## config.mk

```make
export PLATFORM = sky130hd
export DESIGN_NAME = program_flow_unit
export DESIGN_NICKNAME = d
export VERILOG_FILES = /design/src/hdl/pc_unit_pkg.sv /design/src/hdl/return_stack.sv /design/src/hdl/indirect_addr.sv /design/src/hdl/program_flow_unit.sv
export SDC_FILE = /design/constraint.sdc
export NUM_CORES = 1
export LEC_CHECK = 0
export ABC_AREA = 1
export BUFFER_PORTS_ARGS = -buffer_cell sky130_fd_sc_hd__buf_2
export CAP_MARGIN = 0
export CORE_MARGIN = 10
export CORE_UTILIZATION = 44
export CTS_CLUSTER_DIAMETER = 40
export DETAILED_ROUTE_END_ITERATION = 10
export PLACE_DENSITY = 0.67
export SYNTH_ARGS = -nofsm -noshare
export SYNTH_HDL_FRONTEND = slang
export SYNTH_HIERARCHICAL = 1
export SYNTH_SLANG_ARGS = --single-unit
```

## constraint.sdc

```tcl
create_clock -name mclk_in -period 2.7 [get_ports mclk_in]
set_clock_uncertainty 0.15 [all_clocks]
set_input_delay 0.27 -clock mclk_in [delete_from_list [all_inputs] [get_ports mclk_in]]
set_output_delay 0.27 -clock mclk_in [all_outputs]
set_load 0.05 [all_outputs]
```

## src/hdl/pc_unit_pkg.sv

```systemverilog
package pc_unit_pkg;
  localparam int PC_WIDTH        = 13;
  localparam int LOW_WIDTH       = 8;
  localparam int UPPER_WIDTH     = 5;
  localparam int TARGET_WIDTH    = 11;
  localparam int PAGE_WIDTH      = 2;
  localparam int STACK_DEPTH     = 8;
  localparam int STACK_PTR_WIDTH = 3;
  localparam int DATA_ADDR_WIDTH = 9;
  localparam int LATCH_UPPER_MSB = 4;
  localparam int LATCH_PAGE_LSB  = 3;
  localparam logic [12:0] PC_RESET_VALUE = 13'h0000;
  localparam logic [12:0] IRQ_VECTOR     = 13'h0004;
  localparam logic [7:0]  INDIRECT_LOC   = 8'h00;
  localparam logic [7:0]  INDIRECT_READ_VALUE = 8'h00;
  localparam logic [7:0]  LATCH_RESET_VALUE   = 8'h00;

  // AXI4-Lite register map (byte addresses)
  localparam logic [7:0] ADDR_PC_LOW    = 8'h00;
  localparam logic [7:0] ADDR_PC_LATCH  = 8'h04;
  localparam logic [7:0] ADDR_POINTER   = 8'h08;
  localparam logic [7:0] ADDR_CONTROL   = 8'h0C;
  localparam logic [7:0] ADDR_PC_FULL   = 8'h10;
  localparam logic [7:0] ADDR_DATA_ADDR = 8'h14;
  localparam int         CTRL_BANK_BIT  = 0;
  localparam logic [1:0] RESP_OKAY      = 2'h0;
  localparam logic [1:0] RESP_SLVERR    = 2'h2;

  typedef enum logic [2:0] {
    OP_NONE,
    OP_STEP,
    OP_CALL,
    OP_JUMP,
    OP_RETURN,
    OP_IRQ,
    OP_INTERRUPT_EXIT_INSTR
  } flow_op_t;
endpackage : pc_unit_pkg

```

## src/hdl/return_stack.sv

```systemverilog
module return_stack
  import pc_unit_pkg::*;
#(
  parameter int DEPTH = STACK_DEPTH,
  parameter int WIDTH = PC_WIDTH,
  parameter int PTR_W = STACK_PTR_WIDTH
) (
  input  wire logic             mclk_in,
  input  wire logic             rst_n_in,
  input  wire logic             push_in,
  input  wire logic             pop_in,
  input  wire logic [WIDTH-1:0] push_data_in,
  output logic      [WIDTH-1:0] top_out
);
  // Pointer is private: no port exposes it
  logic [PTR_W-1:0] ptr;
  logic [WIDTH-1:0] entry [DEPTH];
  logic [PTR_W-1:0] top_idx;

  assign top_idx = ptr - PTR_W'(1);
  assign top_out = entry[top_idx];

  // Wrap in both directions, no overflow flag
  always_ff @(posedge mclk_in) begin
    if (!rst_n_in) begin
      ptr <= '0;
    end else if (push_in) begin
      ptr <= ptr + PTR_W'(1);
    end else if (pop_in) begin
      ptr <= top_idx;
    end
  end

  generate
    for (genvar i = 0; i < DEPTH; i++) begin : g_entry
      always_ff @(posedge mclk_in) begin
        if (push_in && ptr == PTR_W'(i)) begin
          entry[i] <= push_data_in;
        end
      end
    end
  endgenerate
endmodule : return_stack

```

## src/hdl/indirect_addr.sv

```systemverilog
module indirect_addr
  import pc_unit_pkg::*;
(
  input  wire logic [LOW_WIDTH-1:0]       pointer_in,
  input  wire logic                       bank_in,
  input  wire logic [LOW_WIDTH-1:0]       file_addr_in,
  output logic      [DATA_ADDR_WIDTH-1:0] data_addr_out,
  output logic                            self_ref_out
);
  logic use_pointer;

  assign use_pointer   = (file_addr_in == INDIRECT_LOC);
  assign data_addr_out = use_pointer ? {bank_in, pointer_in}
                                     : {bank_in, file_addr_in};
  assign self_ref_out  = use_pointer && (pointer_in == INDIRECT_LOC);
endmodule : indirect_addr

```

## src/hdl/program_flow_unit.sv

```systemverilog
// Overview of operation
// - Program counter is 13 bits; low byte readable and writable as a register.
// - Upper five counter bits are not accessible; they come from the latch. The code reads them back at ADDR_PC_FULL.
// - Writing the low byte loads upper counter bits from latch bits 4..0.
// - Call and jump take 11 bits from instruction, top two from latch 4..3.
// - Every reset clears the program counter to zero.
// - Eight-entry 13-bit return stack outside memory; pointer hidden.
// - Calls and interrupt vectoring push the program counter.
// - Return and interrupt return pop the full counter.
// - Pushes and pops never change the high-byte latch.
// - Stack is circular; the ninth push overwrites the oldest entry.
// - No overflow or underflow status exists; wrap is silent.
// - Counter spans 8K words, split into 2K pages for jumps.
// - Accessing the indirect location accesses the pointed-to data address.
// - Reading the indirect location through the pointer returns zero.
// - Writing the indirect location through the pointer stores nothing.
// - Indirect address is bank bit above the 8-bit pointer: nine bits.
// - Wake-up from sleep continues at the next address, counter kept.
// - Interrupt wake with enable set runs next, pushes, then loads vector.
//
// The register offsets and the AXI4-Lite slave port were left to the implementer.
module program_flow_unit
  import pc_unit_pkg::*;
(
  input  wire logic                        mclk_in,
  input  wire logic                        rst_n_in,
  // Decoder side
  input  wire logic [2:0]                  flow_op_in,
  input  wire logic [TARGET_WIDTH-1:0]     target_in,
  input  wire logic                        wake_in,
  input  wire logic                        global_irq_enable_in,
  input  wire logic                        file_wr_in,
  input  wire logic [LOW_WIDTH-1:0]        file_addr_in,
  input  wire logic [LOW_WIDTH-1:0]        file_wdata_in,
  output logic      [PC_WIDTH-1:0]         pc_out,
  output logic      [DATA_ADDR_WIDTH-1:0]  data_addr_out,
  output logic                             data_wr_en_out,
  output logic                             read_zero_out,
  // AXI4-Lite slave
  input  wire logic [7:0]                  s_axi_awaddr,
  input  wire logic                        s_axi_awvalid,
  output logic                             s_axi_awready,
  input  wire logic [31:0]                 s_axi_wdata,
  input  wire logic [3:0]                  s_axi_wstrb,
  input  wire logic                        s_axi_wvalid,
  output logic                             s_axi_wready,
  output logic      [1:0]                  s_axi_bresp,
  output logic                             s_axi_bvalid,
  input  wire logic                        s_axi_bready,
  input  wire logic [7:0]                  s_axi_araddr,
  input  wire logic                        s_axi_arvalid,
  output logic                             s_axi_arready,
  output logic      [31:0]                 s_axi_rdata,
  output logic      [1:0]                  s_axi_rresp,
  output logic                             s_axi_rvalid,
  input  wire logic                        s_axi_rready
);
  logic [PC_WIDTH-1:0]        pc;
  logic [LOW_WIDTH-1:0]       pc_high_latch;
  logic [LOW_WIDTH-1:0]       indirect_pointer_reg;
  logic                       indirect_bank_bit;
  logic                       pending_vector;
  logic [PC_WIDTH-1:0]        next_pc;
  logic [PC_WIDTH-1:0]        pc_plus_one;
  logic [PC_WIDTH-1:0]        stack_top;
  logic [UPPER_WIDTH-1:0]     pc_upper_bits;
  logic [PAGE_WIDTH-1:0]      page_bits;
  logic [DATA_ADDR_WIDTH-1:0] next_data_addr;
  logic                       self_ref;
  flow_op_t                   op;

  assign op            = flow_op_t'(flow_op_in);
  assign pc_plus_one   = pc + PC_WIDTH'(1);
  assign pc_upper_bits = pc_high_latch[LATCH_UPPER_MSB:0];
  assign page_bits     = pc_high_latch[LATCH_UPPER_MSB:LATCH_PAGE_LSB];

  // AXI write path
  logic       aw_held;
  logic       w_held;
  logic [7:0] aw_addr;
  logic [31:0] w_data;
  logic [3:0] w_strb;
  logic       wr_fire;
  logic       wr_low;
  logic       wr_latch;
  logic       wr_pointer;
  logic       wr_control;
  logic       wr_mapped;
  logic       aw_take;
  logic       w_take;

  assign aw_take    = s_axi_awvalid && s_axi_awready;
  assign w_take     = s_axi_wvalid && s_axi_wready;
  assign wr_fire    = aw_held && w_held && !s_axi_bvalid;
  assign wr_low     = wr_fire && aw_addr == ADDR_PC_LOW && w_strb[0];
  assign wr_latch   = wr_fire && aw_addr == ADDR_PC_LATCH && w_strb[0];
  assign wr_pointer = wr_fire && aw_addr == ADDR_POINTER && w_strb[0];
  assign wr_control = wr_fire && aw_addr == ADDR_CONTROL && w_strb[0];
  assign wr_mapped  = aw_addr == ADDR_PC_LOW || aw_addr == ADDR_PC_LATCH
                   || aw_addr == ADDR_POINTER || aw_addr == ADDR_CONTROL;

  // Core file writes to the low counter byte behave like bus writes
  logic core_wr_low;
  assign core_wr_low = file_wr_in && file_addr_in == INDIRECT_LOC + 8'h02;

  logic push;
  logic pop;
  logic pc_load_low;
  logic [LOW_WIDTH-1:0] low_value;

  assign pc_load_low = wr_low || core_wr_low;
  assign low_value   = core_wr_low ? file_wdata_in : w_data[7:0];
  assign push = (op == OP_CALL) || (op == OP_IRQ)
             || (pending_vector && !pc_load_low);
  assign pop  = (op == OP_RETURN) || (op == OP_INTERRUPT_EXIT_INSTR);

  // Counter next-state priority: write of low byte, then pending wake vector, then flow ops
  always_comb begin
    next_pc = pc;
    if (pc_load_low) begin
      next_pc = {pc_upper_bits, low_value};
    end else if (pending_vector) begin
      next_pc = IRQ_VECTOR;
    end else begin
      case (op)
        OP_STEP:   next_pc = pc_plus_one;
        OP_CALL:   next_pc = {page_bits, target_in};
        OP_JUMP:   next_pc = {page_bits, target_in};
        OP_RETURN: next_pc = stack_top;
        OP_INTERRUPT_EXIT_INSTR: next_pc = stack_top;
        OP_IRQ:    next_pc = IRQ_VECTOR;
        OP_NONE:   next_pc = pc;
        default:   next_pc = pc;
      endcase
    end
  end

  always_ff @(posedge mclk_in) begin
    if (!rst_n_in) begin
      pc <= PC_RESET_VALUE;
    end else begin
      pc <= next_pc;
    end
  end

  // Wake keeps the counter; with interrupts enabled the vector waits
  // until the next instruction has run, so that one is not lost
  typedef enum logic [1:0] {
    WAKE_IDLE,
    WAKE_ARMED,
    WAKE_VECTOR
  } wake_state_t;

  wake_state_t wake_state;
  wake_state_t next_wake_state;
  logic        wake_arm;
  logic        wake_step;

  assign wake_arm  = wake_in && global_irq_enable_in;
  assign wake_step = op == OP_STEP && !pc_load_low;

  // A low-byte write while armed drops the pending vector unless a wake with interrupts enabled arrives in the same cycle
  always_comb begin
    next_wake_state = wake_state;
    case (wake_state)
      WAKE_IDLE: begin
        if (wake_arm) begin
          next_wake_state = WAKE_ARMED;
        end
      end
      WAKE_ARMED: begin
        if (wake_step) begin
          next_wake_state = WAKE_VECTOR;
        end else if (pc_load_low && !wake_arm) begin
          next_wake_state = WAKE_IDLE;
        end
      end
      WAKE_VECTOR: begin
        next_wake_state = wake_arm ? WAKE_ARMED : WAKE_IDLE;
      end
      default: begin
        next_wake_state = WAKE_IDLE;
      end
    endcase
  end

  always_ff @(posedge mclk_in) begin
    if (!rst_n_in) begin
      wake_state <= WAKE_IDLE;
    end else begin
      wake_state <= next_wake_state;
    end
  end

  assign pending_vector = wake_state == WAKE_VECTOR;

  // Latch only changes by explicit write; stack traffic leaves it alone
  always_ff @(posedge mclk_in) begin
    if (!rst_n_in) begin
      pc_high_latch <= LATCH_RESET_VALUE;
    end else if (wr_latch) begin
      pc_high_latch <= w_data[7:0];
    end
  end

  always_ff @(posedge mclk_in) begin
    if (!rst_n_in) begin
      indirect_pointer_reg <= '0;
      indirect_bank_bit    <= 1'b0;
    end else begin
      if (wr_pointer) begin
        indirect_pointer_reg <= w_data[7:0];
      end
      if (wr_control) begin
        indirect_bank_bit <= w_data[CTRL_BANK_BIT];
      end
    end
  end

  return_stack #(
    .DEPTH (STACK_DEPTH),
    .WIDTH (PC_WIDTH),
    .PTR_W (STACK_PTR_WIDTH)
  ) u_stack (
    .mclk_in      (mclk_in),
    .rst_n_in     (rst_n_in),
    .push_in      (push),
    .pop_in       (pop),
    .push_data_in (pending_vector ? pc : pc_plus_one),
    .top_out      (stack_top)
  );

  indirect_addr u_indirect (
    .pointer_in    (indirect_pointer_reg),
    .bank_in       (indirect_bank_bit),
    .file_addr_in  (file_addr_in),
    .data_addr_out (next_data_addr),
    .self_ref_out  (self_ref)
  );

  // Decoder-facing outputs registered one cycle behind their inputs
  always_ff @(posedge mclk_in) begin
    if (!rst_n_in) begin
      pc_out         <= PC_RESET_VALUE;
      data_addr_out  <= '0;
      data_wr_en_out <= 1'b0;
      read_zero_out  <= 1'b0;
    end else begin
      pc_out         <= next_pc;
      data_addr_out  <= next_data_addr;
      data_wr_en_out <= file_wr_in && !self_ref && !core_wr_low;
      read_zero_out  <= self_ref;
    end
  end

  // Ready pulses for one cycle; the two channels may arrive in either order
  always_ff @(posedge mclk_in) begin
    if (!rst_n_in) begin
      s_axi_awready <= 1'b0;
    end else begin
      s_axi_awready <= !aw_held && !s_axi_awready && s_axi_awvalid;
    end
  end

  always_ff @(posedge mclk_in) begin
    if (!rst_n_in) begin
      s_axi_wready <= 1'b0;
    end else begin
      s_axi_wready <= !w_held && !s_axi_wready && s_axi_wvalid;
    end
  end

  always_ff @(posedge mclk_in) begin
    if (!rst_n_in) begin
      aw_held <= 1'b0;
      aw_addr <= '0;
    end else if (aw_take) begin
      aw_held <= 1'b1;
      aw_addr <= s_axi_awaddr;
    end else if (wr_fire) begin
      aw_held <= 1'b0;
    end
  end

  always_ff @(posedge mclk_in) begin
    if (!rst_n_in) begin
      w_held <= 1'b0;
      w_data <= '0;
      w_strb <= '0;
    end else if (w_take) begin
      w_held <= 1'b1;
      w_data <= s_axi_wdata;
      w_strb <= s_axi_wstrb;
    end else if (wr_fire) begin
      w_held <= 1'b0;
    end
  end

  always_ff @(posedge mclk_in) begin
    if (!rst_n_in) begin
      s_axi_bvalid <= 1'b0;
      s_axi_bresp  <= RESP_OKAY;
    end else if (wr_fire) begin
      s_axi_bvalid <= 1'b1;
      s_axi_bresp  <= wr_mapped ? RESP_OKAY : RESP_SLVERR;
    end else if (s_axi_bvalid && s_axi_bready) begin
      s_axi_bvalid <= 1'b0;
    end
  end

  // Read path: one-cycle address accept, data next cycle
  logic [31:0] rd_value;
  logic        rd_mapped;
  logic        rd_take;

  assign rd_take   = s_axi_arvalid && s_axi_arready;
  assign rd_mapped = s_axi_araddr == ADDR_PC_LOW || s_axi_araddr == ADDR_PC_LATCH
                  || s_axi_araddr == ADDR_POINTER || s_axi_araddr == ADDR_CONTROL
                  || s_axi_araddr == ADDR_PC_FULL || s_axi_araddr == ADDR_DATA_ADDR;
  assign rd_value =
      (s_axi_araddr == ADDR_PC_LOW)    ? {24'h000000, pc[7:0]} :
      (s_axi_araddr == ADDR_PC_LATCH)  ? {24'h000000, pc_high_latch} :
      (s_axi_araddr == ADDR_POINTER)   ? {24'h000000, indirect_pointer_reg} :
      (s_axi_araddr == ADDR_CONTROL)   ? {31'h00000000, indirect_bank_bit} :
      (s_axi_araddr == ADDR_PC_FULL)   ? {19'h00000, pc} :
      (s_axi_araddr == ADDR_DATA_ADDR) ? {23'h000000, indirect_bank_bit,
                                          indirect_pointer_reg} :
      32'h00000000;

  always_ff @(posedge mclk_in) begin
    if (!rst_n_in) begin
      s_axi_arready <= 1'b0;
    end else begin
      s_axi_arready <= !s_axi_arready && !s_axi_rvalid && s_axi_arvalid;
    end
  end

  // Response stands until the master takes it
  always_ff @(posedge mclk_in) begin
    if (!rst_n_in) begin
      s_axi_rvalid <= 1'b0;
    end else if (rd_take) begin
      s_axi_rvalid <= 1'b1;
    end else if (s_axi_rvalid && s_axi_rready) begin
      s_axi_rvalid <= 1'b0;
    end
  end

  always_ff @(posedge mclk_in) begin
    if (!rst_n_in) begin
      s_axi_rdata <= '0;
      s_axi_rresp <= RESP_OKAY;
    end else if (rd_take) begin
      s_axi_rdata <= rd_value;
      s_axi_rresp <= rd_mapped ? RESP_OKAY : RESP_SLVERR;
    end
  end
endmodule : program_flow_unit

```

==> impl_metrics.toml <==
[outcome]
run_status = "finished clean"

[critical_path]
crit_chain = "dlygate4sd3_1, buf_2, inv_1, nand2_1, nor2_4, nand3_4, nand2_4, o221ai_1, nand2_1, nor2_1, buf_4"
cp-start-kind = "input port"
r2r_end = "u_stack/entry[6][11]"
r2r_cells = 9
r2r_slack_ns = 0.40
reg2reg_from = "s_axi_bvalid"
slowest_stage = "dlygate4sd3_1"
endpoint = "u_stack/entry[6][11]"
worstPathMaxFanout = 10
cp_data_arrival_time_ns = 2.31
path_class = "input port to register"
crit_top_cell = "nand2_1"
slowest_delay_ns = 0.52
cp.required_ns = 2.67
cp-startpoint = "file_addr_in[6]"
crit_path_end_kind = "register"
path_delay_family = "buffers and inverters"
cp_num_buf_inv = 4
crit_cells = 11

[yosys]
syn_area_per_cell_um2 = 7.65
synth_cells = 1280
synthTopCellsByArea = "edfxtp_1, dfxtp_1, nand2_1"
syn_area_mm2 = 0.00979
yosys.area.top_type = "edfxtp_1"
yosysSeqAreaShare_pct = 49.3
synth_common_cells = "nand2_1, inv_1, nor2_1, nand3_1, edfxtp_1"
synth.distinct_cells = 44
synth_top_cell_area_share_pct = 31.9
synthFlopType = "edfxtp_1"
synth_enable_flop_cells = 104
async_flop_share_pct = 0
ys_warn_count = 6
synth_seq_cells = 189
yosysMostFrequentCell = "nand2_1"

[final_layout]
drive_gt1_share_pct = 15.2
regMostFlops = "u_stack/entry"
area_growth_syn_to_layout_pct = 16.9
layout.nets = 1527
largest_reg_flops = 104
instances_no_fill = 1720
utilization_pct = 52.4
stdcell_area_mm2 = 0.0114
multi_input_area_mm2 = 0.00379
largestRegisters = "u_stack/entry: 104 flops, pc_out: 13 flops, s_axi_rdata: 13 flops"
fillers = 2080
seqCellArea_mm2 = 0.00483

[drt]
wire_per_inst_um = 14.8
first_iter_violations = 536
dr_total_vias = 8353
postRouteAntennaNets = 0
drt-total-wl_mm = 25.5
firstDrtPassIters = 6
vias_per_cell = 4.86
drc = 0

[clock_network]
cts_root_buf = "clkbuf_16"
tritoncts = "built"
path_clk_slew_ns = 0.07
cts_buffer_depth = 2
postCtsSetupBuffers = 0
cts_resized = 0
clock-sinks = 189
cts_buffers = 17
htreeDepth = 4
postCtsHoldBufs = 30
clock_latency_ns = 0.43

[die]
fp.dieH_um = 169
dieArea_mm2 = 0.0286
core_area_mm2 = 0.0218
rows = 54
io_pins = 157
die_x_um = 169
start_util_pct = 44.8

[grt]
antenna_found_initial = 2
met2_usage_pct = 29.8
grt_first_pass_wirelength_mm = 41.1
grtUsageTotal_pct = 17.8
grt_pass1_vias = 8049
busiest_layer = "met2"
gr-total-overflow = 0
grt_use_met3_pct = 4.61
grt_max_degree = 68
grtUsageMet1_pct = 22.1

[placement]
post-dp-hpwl_mm = 18.0
place_congestion = 0.893
place_ws_ns = 0.420
portBuffers = 108
numPlacedInstances = 1658
placed_area_mm2 = 0.0106

[sta]
grt_setup_unrepaired = "no"
fin_setup_tns_ns = 0
setup_slack_ns = 0.361
period_share_pct = 86.6
hold_slack_ns = 0.0150
tightest_slew_ns = 0.970
clock.fmax_mhz = 428
max-slew-margin-rel_pct = 34.6
finalHoldViolations = 0
setup_viol = 0
final-max-slew-violation-count = 0
period_minus_slack_ns = 2.34

[pwr]
power.density_mw_per_mm2 = 612
leakage_nw = 5.43
vdd.ir_drop.worst_uv = 448
power_mw = 7.00

[worst_hold_path]
worstHoldPathType = "input port to register"

[flow_run]
cap_violations = 0
[metal layers]
metal | vias up | share of wire [%]
met5 | - | 0.051
li1 | 4275 | -
met1 | 3821 | 43
met2 | 224 | 49
met4 | 2 | 1.8
met3 | 31 | 6.5
[layout make-up]
class | instances | area share, %
diodes | 1 | 0.0219
clock buffers | 17 | 3.72
clock inverters | 14 | 1.32
inverters | 210 | 6.94
multi-input cells | 836 | 33.1
flip-flops and latches | 189 | 42.2
well taps | 280 | 3.06
repair buffers | 173 | 9.65
[worst reg2reg max path, stage by stage (launching register included)]
cell and delay [ns]:
dfxtp_1 0.34, inv_1 0.06, nand3_2 0.12, nor2_2 0.07, nand2_4 0.15, nand2_4 0.06, o221ai_1 0.38, nand2_1 0.19
nor2_1 0.20, buf_4 0.26
[power by group]
part | total, mW | internal (mW) | switching [mW]
Combinational | 1.31 | 0.388 | 0.919
Sequential | 3.23 | 3.16 | 0.0666
Clock | 2.46 | 1.30 | 1.16
Total | 7.00 | 4.85 | 2.14
[kinds of logic (layout without fill, tap and decap cells)]
logic type      Yosys count  count (layout)  synth area share (%)
buf+inv                 275             414                  12.8
other cells               1              22                0.0383
compound gates          126             126                  6.67
fa+ha+maj                 8               8                  1.02
flops                   189             189                  49.3
xor+xnor                  4               4                 0.358
simple gates            677             677                  29.8
[worst min-delay path by stage]
stage | slack, ns | end | start | cells after the start
final | 0.01 | data_addr_out[7] | file_addr_in[7] | 5
after global routing | 0.01 | data_addr_out[4] | file_addr_in[4] | 5
after CTS | 0.005 | data_addr_out[7] | file_addr_in[7] | 5
after detailed placement | 0.28 | s_axi_awready | s_axi_awready | 1
after global placement | 0.28 | s_axi_wready | s_axi_wready | 1
after floorplan | 0.23 | u_stack/ptr[2] | rst_n_in | 2
[cell usage in the layout, fill, tap and decap left out, types with 2 or more instances in the layout]
cell	count
a21oi_1	48
buf_2	108
buf_4	35
clkbuf_16	17
clkinv_1	2
clkinv_4	2
clkinvlp_4	2
conb_1	21
dfxtp_1	84
dlygate4sd3_1	30
edfxtp_1	104
ha_1	8
inv_1	199
inv_2	8
inv_4	2
inv_6	4
inv_8	3
nand2_1	393
nand2_2	6
nand2_4	3
nand3_1	105
nand3_2	4
nand4_1	15
nor2_1	119
nor2_2	8
nor2_4	8
nor3_1	8
o211ai_1	3
o21ai_0	57
o21ai_1	12
xor2_1	4
(Power assumes the default switching activity.)
